File: src/inc/ctmr_pkg.sv
package ctmr_pkg;
  // register addresses
  localparam logic [7:0] ADDR_TMR_CTRL  = 8'h88;
  localparam logic [7:0] ADDR_T0_LOW    = 8'h8A;
  localparam logic [7:0] ADDR_T1_LOW    = 8'h8B;
  localparam logic [7:0] ADDR_T0_HIGH   = 8'h8C;
  localparam logic [7:0] ADDR_T1_HIGH   = 8'h8D;
  localparam logic [7:0] ADDR_T2_CTRL   = 8'hC8;
  localparam logic [7:0] ADDR_T2_RC_LOW = 8'hCA;
  localparam logic [7:0] ADDR_T2_RC_HI  = 8'hCB;
  localparam logic [7:0] ADDR_T2_LOW    = 8'hCC;
  localparam logic [7:0] ADDR_T2_HIGH   = 8'hCD;
  // timer and external interrupt control fields
  localparam int B_T1_OVF   = 7;
  localparam int B_T1_RUN   = 6;
  localparam int B_T0_OVF   = 5;
  localparam int B_T0_RUN   = 4;
  localparam int B_EXB_FLAG = 3;
  localparam int B_EXB_EDGE = 2;
  localparam int B_EXA_FLAG = 1;
  localparam int B_EXA_EDGE = 0;
  // timer 2 control fields
  localparam int B_T2_OVF   = 7;
  localparam int B_T2_TRIG  = 6;
  localparam int B_RX_BAUD  = 5;
  localparam int B_TX_BAUD  = 4;
  localparam int B_T2_TREN  = 3;
  localparam int B_T2_RUN   = 2;
  localparam int B_T2_CSEL  = 1;
  localparam int B_T2_CAPT  = 0;
  // mode configuration input fields
  localparam int B_T1_GATE  = 7;
  localparam int B_T1_CSEL  = 6;
  localparam int B_T1_MODE  = 4;
  localparam int B_T0_GATE  = 3;
  localparam int B_T0_CSEL  = 2;
  localparam int B_T0_MODE  = 0;
  // counting modes of timers 0 and 1
  localparam logic [1:0] MODE_PRESCALED = 2'h0;
  localparam logic [1:0] MODE_CASCADE   = 2'h1;
  localparam logic [1:0] MODE_RELOAD    = 2'h2;
  localparam logic [1:0] MODE_SPLIT     = 2'h3;
  localparam logic [7:0] RST_BYTE       = 8'h00;
endpackage : ctmr_pkg

File: src/verilog/ctmr_timers.sv
// Summary of operation
// - timer 1 overflow sets its flag; interrupt vectoring clears it
// - timer 1 counts only while its run bit is set
// - timer 0 overflow sets its flag; interrupt vectoring clears it
// - timer 0 counts only while its run bit is set, except its split-mode high byte, which runs on timer 1's
// - ext irq b flag: edge or low level; vector clears only in edge mode
// - ext irq a flag: edge or low level; vector clears only in edge mode
// - irq b select one means falling edge, zero means low level
// - irq a select one means falling edge, zero means low level
// - timer 2 overflow sets its flag unless it drives baud; software clears
// - trigger pin falling edge with enable sets trigger flag; software clears
// - receive baud tick from timer 2 when selected, else timer 1
// - transmit baud tick from timer 2 when selected, else timer 1
// - enabled trigger edge captures or reloads unless timer 2 drives baud
// - timer 2 counts only while its run bit is set
// - timer 2 counts count-pin edges or core clocks, as selected
// - capture select picks capture or reload; baud forces overflow reload
// - every count byte is a readable, writable register reset to zero
// - timer 2 reload/capture byte pair holds reload value and captured count
// - gating bit makes counting also need its interrupt pin high
// - timers 0/1 modes: prescaled, cascade, reload, stop or split
`timescale 1ns/10ps
module ctmr_timers (
  input  wire logic       core_clk,                 // core clock
  input  wire logic       srst,                     // synchronous reset
  input  wire logic [7:0] sfr_addr,                 // register address
  input  wire logic       sfr_wr,                   // write strobe
  input  wire logic [7:0] sfr_wdata,                // write data
  input  wire logic       sfr_rd,                   // read strobe
  output logic      [7:0] sfr_rdata,                // read data, next cycle
  input  wire logic [7:0] timer_mode_cfg,           // mode register contents
  input  wire logic       ext_irq_a_pin,            // external interrupt a
  input  wire logic       ext_irq_b_pin,            // external interrupt b
  input  wire logic       timer0_count_pin,         // timer 0 event input
  input  wire logic       timer1_count_pin,         // timer 1 event input
  input  wire logic       third_timer_count_pin,    // timer 2 event input
  input  wire logic       third_timer_trigger_pin,  // timer 2 trigger input
  input  wire logic       vec_timer0,               // vectoring to timer 0 isr
  input  wire logic       vec_timer1,               // vectoring to timer 1 isr
  input  wire logic       vec_ext_a,                // vectoring to ext a isr
  input  wire logic       vec_ext_b,                // vectoring to ext b isr
  output logic            first_timer_overflow_flag,  // timer 0 flag
  output logic            second_timer_overflow_flag, // timer 1 flag
  output logic            ext_irq_a_flag,           // ext a flag
  output logic            ext_irq_b_flag,           // ext b flag
  output logic            third_timer_overflow_flag,  // timer 2 flag
  output logic            third_timer_trigger_flag, // timer 2 trigger flag
  output logic            rx_baud_tick,             // receive baud pulse
  output logic            tx_baud_tick              // transmit baud pulse
);
  logic [7:0]  ctrl_q;
  logic [7:0]  ctrl_d;
  logic [7:0]  t2ctrl_q;
  logic [7:0]  t2ctrl_d;
  logic [7:0]  t0_lo_q;
  logic [7:0]  t0_hi_q;
  logic [7:0]  t1_lo_q;
  logic [7:0]  t1_hi_q;
  logic [15:0] t2_cnt_q;
  logic [15:0] t2_rc_q;
  logic [7:0]  rdata_q;
  logic        rx_tick_q;
  logic        tx_tick_q;
  logic        pa_q;
  logic        pb_q;
  logic        p0_q;
  logic        p1_q;
  logic        p2_q;
  logic        ptr_q;
  logic [16:0] s0;
  logic [16:0] s1;
  logic [1:0]  mode0;
  logic [1:0]  mode1;
  logic        inc0;
  logic        inc1;
  logic        split_hi_inc;
  logic        ovf0;
  logic        ovf1;
  logic        ovf1_own;
  logic        baud;
  logic        inc2;
  logic        ovf2;
  logic        trig;
  logic        reload2;
  logic        capture2;
  logic        w_ctrl;
  logic        w_t2ctrl;

  // one step of timer 0 or 1: {overflow, high, low}
  function automatic logic [16:0] tmr_step(input logic [1:0] m, input logic [7:0] hi,
                                           input logic [7:0] lo, input logic en);
    logic [16:0] r;
    r = {1'b0, hi, lo};
    if (en) begin
      unique case (m)
        ctmr_pkg::MODE_PRESCALED: begin
          r[4:0] = lo[4:0] + 5'h01;
          if (lo[4:0] == 5'h1F) begin
            r[15:8] = hi + 8'h01;
            r[16]   = (hi == 8'hFF);
          end
        end
        ctmr_pkg::MODE_CASCADE: begin
          r[15:0] = {hi, lo} + 16'h0001;
          r[16]   = ({hi, lo} == 16'hFFFF);
        end
        ctmr_pkg::MODE_RELOAD: begin
          r[7:0] = (lo == 8'hFF) ? hi : lo + 8'h01;
          r[16]  = (lo == 8'hFF);
        end
        ctmr_pkg::MODE_SPLIT: begin
          r[7:0] = lo + 8'h01;
          r[16]  = (lo == 8'hFF);
        end
      endcase
    end
    return r;
  endfunction

  assign w_ctrl   = sfr_wr && (sfr_addr == ctmr_pkg::ADDR_TMR_CTRL);
  assign w_t2ctrl = sfr_wr && (sfr_addr == ctmr_pkg::ADDR_T2_CTRL);
  assign mode0    = timer_mode_cfg[ctmr_pkg::B_T0_MODE +: 2];
  assign mode1    = timer_mode_cfg[ctmr_pkg::B_T1_MODE +: 2];

  // counting enables: run bit, optional pin gating, clock or pin edge
  always_comb begin
    inc0 = ctrl_q[ctmr_pkg::B_T0_RUN]
           && (!timer_mode_cfg[ctmr_pkg::B_T0_GATE] || ext_irq_a_pin)
           && (!timer_mode_cfg[ctmr_pkg::B_T0_CSEL] || (p0_q && !timer0_count_pin));
    inc1 = ctrl_q[ctmr_pkg::B_T1_RUN]
           && (!timer_mode_cfg[ctmr_pkg::B_T1_GATE] || ext_irq_b_pin)
           && (!timer_mode_cfg[ctmr_pkg::B_T1_CSEL] || (p1_q && !timer1_count_pin))
           && (mode1 != ctmr_pkg::MODE_SPLIT);
    split_hi_inc = (mode0 == ctmr_pkg::MODE_SPLIT) && ctrl_q[ctmr_pkg::B_T1_RUN];
  end

  assign s0       = tmr_step(mode0, t0_hi_q, t0_lo_q, inc0);
  assign s1       = tmr_step(mode1, t1_hi_q, t1_lo_q, inc1);
  assign ovf0     = s0[16];
  assign ovf1_own = s1[16];
  assign ovf1     = (mode0 == ctmr_pkg::MODE_SPLIT) ? (split_hi_inc && t0_hi_q == 8'hFF)
                                                     : ovf1_own;

  // timer 2 events
  always_comb begin
    baud     = t2ctrl_q[ctmr_pkg::B_RX_BAUD] || t2ctrl_q[ctmr_pkg::B_TX_BAUD];
    inc2     = t2ctrl_q[ctmr_pkg::B_T2_RUN]
               && (!t2ctrl_q[ctmr_pkg::B_T2_CSEL]
                   || (p2_q && !third_timer_count_pin));
    ovf2     = inc2 && (t2_cnt_q == 16'hFFFF);
    trig     = t2ctrl_q[ctmr_pkg::B_T2_TREN] && ptr_q && !third_timer_trigger_pin;
    reload2  = (ovf2 && (baud || !t2ctrl_q[ctmr_pkg::B_T2_CAPT]))
               || (trig && !baud && !t2ctrl_q[ctmr_pkg::B_T2_CAPT]);
    capture2 = trig && !baud && t2ctrl_q[ctmr_pkg::B_T2_CAPT];
  end

  // pin history for falling-edge detection
  always_ff @(posedge core_clk) begin
    if (srst) begin
      pa_q  <= 1'b1;
      pb_q  <= 1'b1;
      p0_q  <= 1'b1;
      p1_q  <= 1'b1;
      p2_q  <= 1'b1;
      ptr_q <= 1'b1;
    end else begin
      pa_q  <= ext_irq_a_pin;
      pb_q  <= ext_irq_b_pin;
      p0_q  <= timer0_count_pin;
      p1_q  <= timer1_count_pin;
      p2_q  <= third_timer_count_pin;
      ptr_q <= third_timer_trigger_pin;
    end
  end

  // control flags: a hardware set wins over a write or a vector clear
  always_comb begin
    ctrl_d = w_ctrl ? sfr_wdata : ctrl_q;
    if (ovf1) ctrl_d[ctmr_pkg::B_T1_OVF] = 1'b1;
    else if (vec_timer1) ctrl_d[ctmr_pkg::B_T1_OVF] = 1'b0;
    if (ovf0) ctrl_d[ctmr_pkg::B_T0_OVF] = 1'b1;
    else if (vec_timer0) ctrl_d[ctmr_pkg::B_T0_OVF] = 1'b0;
    if (!ctrl_q[ctmr_pkg::B_EXB_EDGE]) ctrl_d[ctmr_pkg::B_EXB_FLAG] = !ext_irq_b_pin;
    else if (pb_q && !ext_irq_b_pin) ctrl_d[ctmr_pkg::B_EXB_FLAG] = 1'b1;
    else if (vec_ext_b) ctrl_d[ctmr_pkg::B_EXB_FLAG] = 1'b0;
    if (!ctrl_q[ctmr_pkg::B_EXA_EDGE]) ctrl_d[ctmr_pkg::B_EXA_FLAG] = !ext_irq_a_pin;
    else if (pa_q && !ext_irq_a_pin) ctrl_d[ctmr_pkg::B_EXA_FLAG] = 1'b1;
    else if (vec_ext_a) ctrl_d[ctmr_pkg::B_EXA_FLAG] = 1'b0;
    t2ctrl_d = w_t2ctrl ? sfr_wdata : t2ctrl_q;
    if (ovf2 && !baud) t2ctrl_d[ctmr_pkg::B_T2_OVF] = 1'b1;
    if (trig) t2ctrl_d[ctmr_pkg::B_T2_TRIG] = 1'b1;
  end

  always_ff @(posedge core_clk) begin
    if (srst) begin
      ctrl_q   <= ctmr_pkg::RST_BYTE;
      t2ctrl_q <= ctmr_pkg::RST_BYTE;
    end else begin
      ctrl_q   <= ctrl_d;
      t2ctrl_q <= t2ctrl_d;
    end
  end

  // timer 0 and timer 1 count bytes; a write wins over counting
  always_ff @(posedge core_clk) begin
    if (srst) begin
      t0_lo_q <= ctmr_pkg::RST_BYTE;
      t0_hi_q <= ctmr_pkg::RST_BYTE;
      t1_lo_q <= ctmr_pkg::RST_BYTE;
      t1_hi_q <= ctmr_pkg::RST_BYTE;
    end else begin
      t0_lo_q <= (sfr_wr && sfr_addr == ctmr_pkg::ADDR_T0_LOW) ? sfr_wdata : s0[7:0];
      if (sfr_wr && sfr_addr == ctmr_pkg::ADDR_T0_HIGH) t0_hi_q <= sfr_wdata;
      else if (mode0 == ctmr_pkg::MODE_SPLIT) t0_hi_q <= t0_hi_q + {7'h00, split_hi_inc};
      else t0_hi_q <= s0[15:8];
      t1_lo_q <= (sfr_wr && sfr_addr == ctmr_pkg::ADDR_T1_LOW) ? sfr_wdata : s1[7:0];
      t1_hi_q <= (sfr_wr && sfr_addr == ctmr_pkg::ADDR_T1_HIGH) ? sfr_wdata : s1[15:8];
    end
  end

  // timer 2 count and reload/capture pair
  always_ff @(posedge core_clk) begin
    if (srst) begin
      t2_cnt_q <= {ctmr_pkg::RST_BYTE, ctmr_pkg::RST_BYTE};
      t2_rc_q  <= {ctmr_pkg::RST_BYTE, ctmr_pkg::RST_BYTE};
    end else begin
      if (reload2) t2_cnt_q <= t2_rc_q;
      else if (inc2) t2_cnt_q <= t2_cnt_q + 16'h0001;
      if (sfr_wr && sfr_addr == ctmr_pkg::ADDR_T2_LOW) t2_cnt_q[7:0] <= sfr_wdata;
      if (sfr_wr && sfr_addr == ctmr_pkg::ADDR_T2_HIGH) t2_cnt_q[15:8] <= sfr_wdata;
      if (capture2) t2_rc_q <= t2_cnt_q;
      if (sfr_wr && sfr_addr == ctmr_pkg::ADDR_T2_RC_LOW) t2_rc_q[7:0] <= sfr_wdata;
      if (sfr_wr && sfr_addr == ctmr_pkg::ADDR_T2_RC_HI) t2_rc_q[15:8] <= sfr_wdata;
    end
  end

  // baud pulses to the serial port
  always_ff @(posedge core_clk) begin
    if (srst) begin
      rx_tick_q <= 1'b0;
      tx_tick_q <= 1'b0;
    end else begin
      rx_tick_q <= t2ctrl_q[ctmr_pkg::B_RX_BAUD] ? ovf2 : ovf1_own;
      tx_tick_q <= t2ctrl_q[ctmr_pkg::B_TX_BAUD] ? ovf2 : ovf1_own;
    end
  end

  // read port; unmapped addresses read zero
  always_ff @(posedge core_clk) begin
    if (srst) begin
      rdata_q <= ctmr_pkg::RST_BYTE;
    end else if (sfr_rd) begin
      unique case (sfr_addr)
        ctmr_pkg::ADDR_TMR_CTRL:  rdata_q <= ctrl_q;
        ctmr_pkg::ADDR_T0_LOW:    rdata_q <= t0_lo_q;
        ctmr_pkg::ADDR_T1_LOW:    rdata_q <= t1_lo_q;
        ctmr_pkg::ADDR_T0_HIGH:   rdata_q <= t0_hi_q;
        ctmr_pkg::ADDR_T1_HIGH:   rdata_q <= t1_hi_q;
        ctmr_pkg::ADDR_T2_CTRL:   rdata_q <= t2ctrl_q;
        ctmr_pkg::ADDR_T2_RC_LOW: rdata_q <= t2_rc_q[7:0];
        ctmr_pkg::ADDR_T2_RC_HI:  rdata_q <= t2_rc_q[15:8];
        ctmr_pkg::ADDR_T2_LOW:    rdata_q <= t2_cnt_q[7:0];
        ctmr_pkg::ADDR_T2_HIGH:   rdata_q <= t2_cnt_q[15:8];
        default:                  rdata_q <= ctmr_pkg::RST_BYTE;
      endcase
    end
  end

  assign sfr_rdata                  = rdata_q;
  assign first_timer_overflow_flag  = ctrl_q[ctmr_pkg::B_T0_OVF];
  assign second_timer_overflow_flag = ctrl_q[ctmr_pkg::B_T1_OVF];
  assign ext_irq_a_flag             = ctrl_q[ctmr_pkg::B_EXA_FLAG];
  assign ext_irq_b_flag             = ctrl_q[ctmr_pkg::B_EXB_FLAG];
  assign third_timer_overflow_flag  = t2ctrl_q[ctmr_pkg::B_T2_OVF];
  assign third_timer_trigger_flag   = t2ctrl_q[ctmr_pkg::B_T2_TRIG];
  assign rx_baud_tick               = rx_tick_q;
  assign tx_baud_tick               = tx_tick_q;
endmodule // ctmr_timers

File: config.mk
export PLATFORM = sky130hd
export DESIGN_NAME = ctmr_timers
export DESIGN_NICKNAME = d
export VERILOG_FILES = /design/src/inc/ctmr_pkg.sv /design/src/verilog/ctmr_timers.sv
export SDC_FILE = /design/constraint.sdc
export NUM_CORES = 1
export LEC_CHECK = 0
export BUFFER_PORTS_ARGS = -buffer_cell sky130_fd_sc_hd__buf_2
export CAP_MARGIN = 20
export CORE_UTILIZATION = 45
export CTS_CLUSTER_SIZE = 25
export DETAILED_ROUTE_END_ITERATION = 6
export PLACE_DENSITY_LB_ADDON = 0.25
export SYNTH_ARGS = -nofsm -noshare
export SYNTH_HDL_FRONTEND = slang
export SYNTH_SLANG_ARGS = --single-unit
File: constraint.sdc
create_clock -name core_clk -period 3.2 [get_ports core_clk]
set_input_delay 0.32 -clock core_clk [delete_from_list [all_inputs] [get_ports core_clk]]
set_output_delay 0.32 -clock core_clk [all_outputs]
set_load 0.02 [all_outputs]
**Yosys cells after proc, flatten, opt, wreduce, memory -nomap -nowiden**

Index checks and enable logic that the tools add are counted.

- Bits in registers: 96
- Bits of input ports: 38
- Output and inout port bits: 16
- Word-level logic and storage cells: 187

- Add/sub/neg operators: 10
- Equality and inequality tests: 30
- Mux-type cells: 44
- Reductions and logical operators: 76

Operator list:

| kind | number |
|---|---|
| 8-bit == test (second input constant) | 14 |
| 8-bit 2-to-1 mux | 13 |
| 8-bit one-hot mux with 10 select lines | 1 |
| 16-bit by 1-bit adder with 16-bit output (second input constant) | 3 |
| 16-bit == test (second input constant) | 3 |
| 16-bit 2-to-1 mux | 3 |
| 5-bit one-hot mux with 4 select lines | 2 |
| 17-bit 2-to-1 mux | 2 |
| 8-bit by 1-bit adder with 8-bit output (second input constant) | 4 |
| 8-bit one-hot mux with 2 select lines | 2 |
| 1-bit logical AND | 31 |
| 9-bit 2-to-1 mux | 2 |
| 3-bit one-hot mux with 3 select lines | 2 |
| 3-bit nonzero test | 6 |
| 1-bit 2-to-1 mux | 15 |
| 2-bit nonzero test | 7 |
| 1-bit logical NOT | 13 |
| 4-bit nonzero test | 3 |
| 5-bit by 1-bit adder with 5-bit output (second input constant) | 2 |
| 5-bit == test (second input constant) | 2 |
| 8-bit by 1-bit adder with 8-bit output | 1 |
| 2-bit == test (second input constant) | 4 |
| 1-bit logical OR | 8 |
| 4-bit by 2-bit != test with 1-bit output (second input constant) | 2 |
| 9 further kinds | 15 |

**Logic depth before layout (Yosys ltp)**

- Depth in word-level cells: 9
- Mapped depth: 12
- Mapped depth without buffers: 11

**Least setup slack after synthesis**

No wires, ideal clock.

- Path kind: register -> register
- Start: register t0_lo_q[0]
- End: register t0_lo_q[2]
- Setup time: 130 ps
- Arrival: 1,848 ps
- Required time: 3,070 ps
- Slack: 1,222 ps
- Cell stages (with the launch flop): 9
- Buffers on the path: 1
- Clock period less this slack: 1,978 ps
- Path through: dfxtp_1 ha_1 and4_1 buf_4 nand2_1 a2111oi_4 inv_1 a221oi_1 o41ai_1

- Cells in the longest elaborated chain, start to end: 5
- Elaborated cells between the ends (all ways): 8
- Classes of those cells: 3 x add/sub; 1 x eq/ne; 4 x mux

RTL lines:

| what | line | source |
|---|---|---|
| start: declaration | ctmr_timers.sv:55 | `logic [7:0] t0_lo_q;` |
| start signal: assignment | ctmr_timers.sv:207 | `t0_lo_q <= ctmr_pkg::RST_BYTE;` |
| start signal: assignment | ctmr_timers.sv:212 | `t0_lo_q <= (sfr_wr && sfr_addr == ctmr_pkg::ADDR_T0_LOW) ? sfr_wdata : s0[7:0];` |
| 8-bit by 1-bit adder with 8-bit output or 8-bit == test (tied branches) | ctmr_timers.sv:108, ctmr_timers.sv:112 |  |
| 8-bit 2-to-1 mux | ctmr_timers.sv:108 | `r[7:0] = (lo == 8'hFF) ? hi : lo + 8'h01;` |
| 5-bit one-hot mux with 4 select lines (*) | ctmr_timers.sv:95 | `unique case (m)` |
| 17-bit 2-to-1 mux (*) | ctmr_timers.sv:94 | `if (en) begin` |
| 8-bit 2-to-1 mux (*) | ctmr_timers.sv:212 |  |

Mark *: on every way between the ends. The rest lies on a longest branch, timed or not. The select of a mux whose other input is x is not followed.
A chain may end at the register's enable or synchronous reset.

**Final worst setup path**

- Start: register t1_lo_q[0]
- End: register ctrl_q[7]

- Cells in the longest elaborated chain, start to end: 6
- Elaborated cells between the ends (all ways): 9
- Classes of those cells: 3 x eq/ne; 5 x mux; 1 x reduce/logical

RTL lines:

| what | line | source |
|---|---|---|
| start: declaration | ctmr_timers.sv:57 | `logic [7:0] t1_lo_q;` |
| start signal: assignment | ctmr_timers.sv:209 | `t1_lo_q <= ctmr_pkg::RST_BYTE;` |
| start signal: assignment | ctmr_timers.sv:216 | `t1_lo_q <= (sfr_wr && sfr_addr == ctmr_pkg::ADDR_T1_LOW) ? sfr_wdata : s1[7:0];` |
| 5-bit == test | ctmr_timers.sv:98 | `if (lo[4:0] == 5'h1F) begin` |
| 9-bit 2-to-1 mux | ctmr_timers.sv:98 |  |
| 1-bit one-hot mux with 3 select lines (*) | ctmr_timers.sv:95 |  |
| 17-bit 2-to-1 mux (*) | ctmr_timers.sv:94 |  |
| 1-bit 2-to-1 mux (*) | ctmr_timers.sv:141 | `assign ovf1 = (mode0 == ctmr_pkg::MODE_SPLIT) ? (split_hi_inc && t0_hi_q == 8'hFF)` |
| 3-bit nonzero test (no source line) or 1-bit 2-to-1 mux (tied branches) | - |  |
| end signal: assignment | ctmr_timers.sv:196 | `ctrl_q <= ctmr_pkg::RST_BYTE;` |
| end signal: assignment | ctmr_timers.sv:199 | `ctrl_q <= ctrl_d;` |
| end: declaration | ctmr_timers.sv:51 | `logic [7:0] ctrl_q;` |

Marks and branches as above.

==> results.ini <==
[worst_setup_path]
critPathCaptureType=flip-flop
cp_max_fo=6
crit_slowest_cell=dfxtp_1
crit_chain=ha_1, nand4_2, a2111oi_4, o21ai_0, o221a_2, nor2_1
reg2reg_depth=6
startpoint_type=flip-flop
required_ns=3.50
reg2reg_to=ctrl_q[7]$_SDFFE_PP0P_
max_stage_delay_ns=0.47
reg2reg_slack_ns=0.80
criticalPathCategory=flip-flop to flip-flop
cp_top_family=compound AO/OA/AOI/OAI gates
r2r_start=t1_lo_q[0]$_SDFFE_PP0P_
path_depth=6
crit_arrival_ns=2.70
startpoint=t1_lo_q[0]$_SDFFE_PP0P_
critical_path_buf_inv_count=0

[floorplan]
fp.dieW_um=124
rows=44
chipHeight_um=124
start_util_pct=46.3
io_pins=54
design.die.area_um2=15500
coreArea_um2=14600

[logic_synthesis]
yosysMostFrequentCell=nor2_1
synth_area_leaders=dfxtp_1 (28%), mux2i_1 (6.2%), nor2_1 (5.5%), a211oi_1 (3.9%), nand2_1 (3.8%)
synth_cell_types=93
syn_area_um2=6750
synth_seq_area_share_pct=28.5
syn_avg_cell_area_um2=8.22
async_reset_ff_share_pct=0
synth-seq-cells=96
syn-num-nets=870
synthCells=821
ys_top_cells_by_count=nor2_1 (98), dfxtp_1 (96), nand2_1 (69)
synth_top_area_cell=dfxtp_1
synth_edf_count=0
yosysTopAreaCellShare_pct=28.5
ys.flop_type=dfxtp_1
yosys_warnings=0

[timing]
fmax_ghz=0.417
slew_headroom_pct=28.7
hold_viol=0
finalSetupTns_ns=0
setup_viol=0
min_period_ns=2.40
slew_viol_final=0
finClkSkew_ns=0.0123
final.period_utilization_pct=74.9
worstMarginPinSlew_ns=1.06
rsz0062_at_grt=false

[final_layout]
fin_area_um2=7230
seq_area_um2=1920
nets=880
drive_gt1_share_pct=16.3
antennaDiodeCount=0
final_cells=1020
area_growth_pct=7.21
fill_cells=1413
multi_input_comb_area_um2=4350

[clock_network]
hold_buffers=0
cts_buffer_depth=2
postCtsSetupBuffers=0
numCtsBuffers=9
path_clk_slew_ns=0.07
cts.sinks=96
postCtsResizedCells=0
cts-root-buf=clkbuf_16
htree_num_levels=3
clock_latency_ns=0.36
cts_tree=done

[grt]
met2_usage_pct=41.1
gr-usage-all-layers_pct=27.2
grt_max_degree=49
grt_overflow_total=0
grt_use_met3_pct=5.37
met1_usage_pct=37.1
grt_pass1_wl_um=33200
first_global_vias=5794
antenna_found_initial=0
top_usage_layer=met2

[power_and_ir_drop]
p_sw_share_pct=26.4
pwr-share-comb_pct=8.9
cell_internal_pwr_uw=1860
switchingPower_uw=667
leakagePower_uw=0.00245
vdd_drop_max_uv=256
seq_power_share_pct=48.8
powerDensity_nw_per_um2=349
p_clk_share_pct=42.2

[hold_path]
whs_endpoint=p0_q$_SDFF_PP1_
hold_path_startpoint=timer0_count_pin
hold_path_class=input pin to flip-flop
min_path_cells=2

[route]
drc_errors=0
wl_per_cell_um=20.4
drt_wl_total_um=20800
dr_total_vias=6407
via_per_inst=6.28
drtIter0Drc=545
firstDrtPassIters=5
postRouteAntennaNets=0

[status]
status=completed

[placed_design]
gp_congestion=0.926
dp_hpwl_um=14900
place_inst=1004
dpl-instance-area_um2=6950
port-buffer-count=53

[job]
maxCapViolations=0

==> cells by family (layout without fill, tap and decap cells) <==
group | Yosys count | after routing | share of synthesized area (%)
adders and majority gates | 11 | 11 | 2.04
muxes | 49 | 49 | 7.57
DFF | 96 | 96 | 28.5
and+or+nand+nor | 331 | 331 | 25.4
xor gates and xnor gates | 34 | 34 | 4.41
buffers and inverters | 88 | 103 | 7.23
AOI/OAI and AO/OA | 212 | 212 | 24.8
==> registers in the layout, summed over array words and instances (netlist names) <==
signal        count
t1_lo_q           8
t0_hi_q           8
t1_hi_q           8
p2_q              1
p1_q              1
ptr_q             1
p0_q              1
tx_baud_tick      1
pb_q              1
t2ctrl_q          8
rx_baud_tick      1
t0_lo_q           8
ctrl_q            8
sfr_rdata         8
pa_q              1
t2_cnt_q         16
t2_rc_q          16
==> power groups by stage <==
stage	clock network, uW	logic [uW]	registers, uW
3_5_place_dp	0	223	1260
6_report	1070	225	1230
2_1_floorplan	0	155	1250
5_1_grt	1130	244	1230
4_1_cts	1080	224	1230
3_3_place_gp	0	224	1260
==> final cells by class <==
| type | instances | area share [%] |
|---|---|---|
| Multi-Input combinational cell | 637 | 60.1 |
| Sequential cell | 96 | 26.6 |
| Timing Repair Buffer | 67 | 5.15 |
| Clock buffer | 12 | 3.55 |
| Tap cell | 184 | 3.18 |
| Inverter | 20 | 1.04 |
| Clock inverter | 4 | 0.380 |
==> per-layer routing <==
layer  share of wire [%]  vias to the layer above
li1                    -                     3077
met1                  45                     3020
met2                  45                      263
met3                 6.3                       47
met4                 4.0                        0
met5                   0                        -
==> worst reg2reg max path, stage by stage (launching register included) <==
cell	delay [ns]
dfxtp_1	0.47
ha_1	0.29
nand4_2	0.23
a2111oi_4	0.37
o21ai_0	0.46
o221a_2	0.43
nor2_1	0.08
==> layout by cell type, fill, tap and decap left out, types with 15 or more instances in the layout <==
cell type,count
nand2_1,69
xnor2_1,22
buf_4,15
a221oi_1,18
mux2i_1,42
buf_2,52
o21ai_0,24
a21oi_1,40
nor2_1,98
inv_1,19
nand3_1,39
nor3_1,29
a211oi_1,35
dfxtp_1,96
==> how the worst max path moves through the flow <==
stage / slack (ns) / endpoint
floorplan: 1.22 / t0_lo_q[2]$_SDFFE_PP0P_
global placement: 0.90 / t1_hi_q[1]$_SDFFE_PP0P_
detailed placement: 0.83 / t1_hi_q[1]$_SDFFE_PP0P_
CTS: 0.87 / t0_hi_q[3]$_SDFFE_PP0P_
global route: 0.57 / t0_hi_q[3]$_SDFFE_PP0P_
finish: 0.80 / ctrl_q[7]$_SDFFE_PP0P_
==> through the flow <==
step	total power (uW)	hold slack (ns)	setup slack, ns	utilization [%]
2_1_floorplan	1400	0.427	1.22	-
3_3_place_gp	1480	0.456	0.895	47.6
3_5_place_dp	1480	0.463	0.834	47.6
4_1_cts	2530	0.157	0.872	49.6
5_1_grt	2610	0.163	0.574	49.6
6_report	2530	0.160	0.804	49.6
Power figures use the tool's default switching activity.
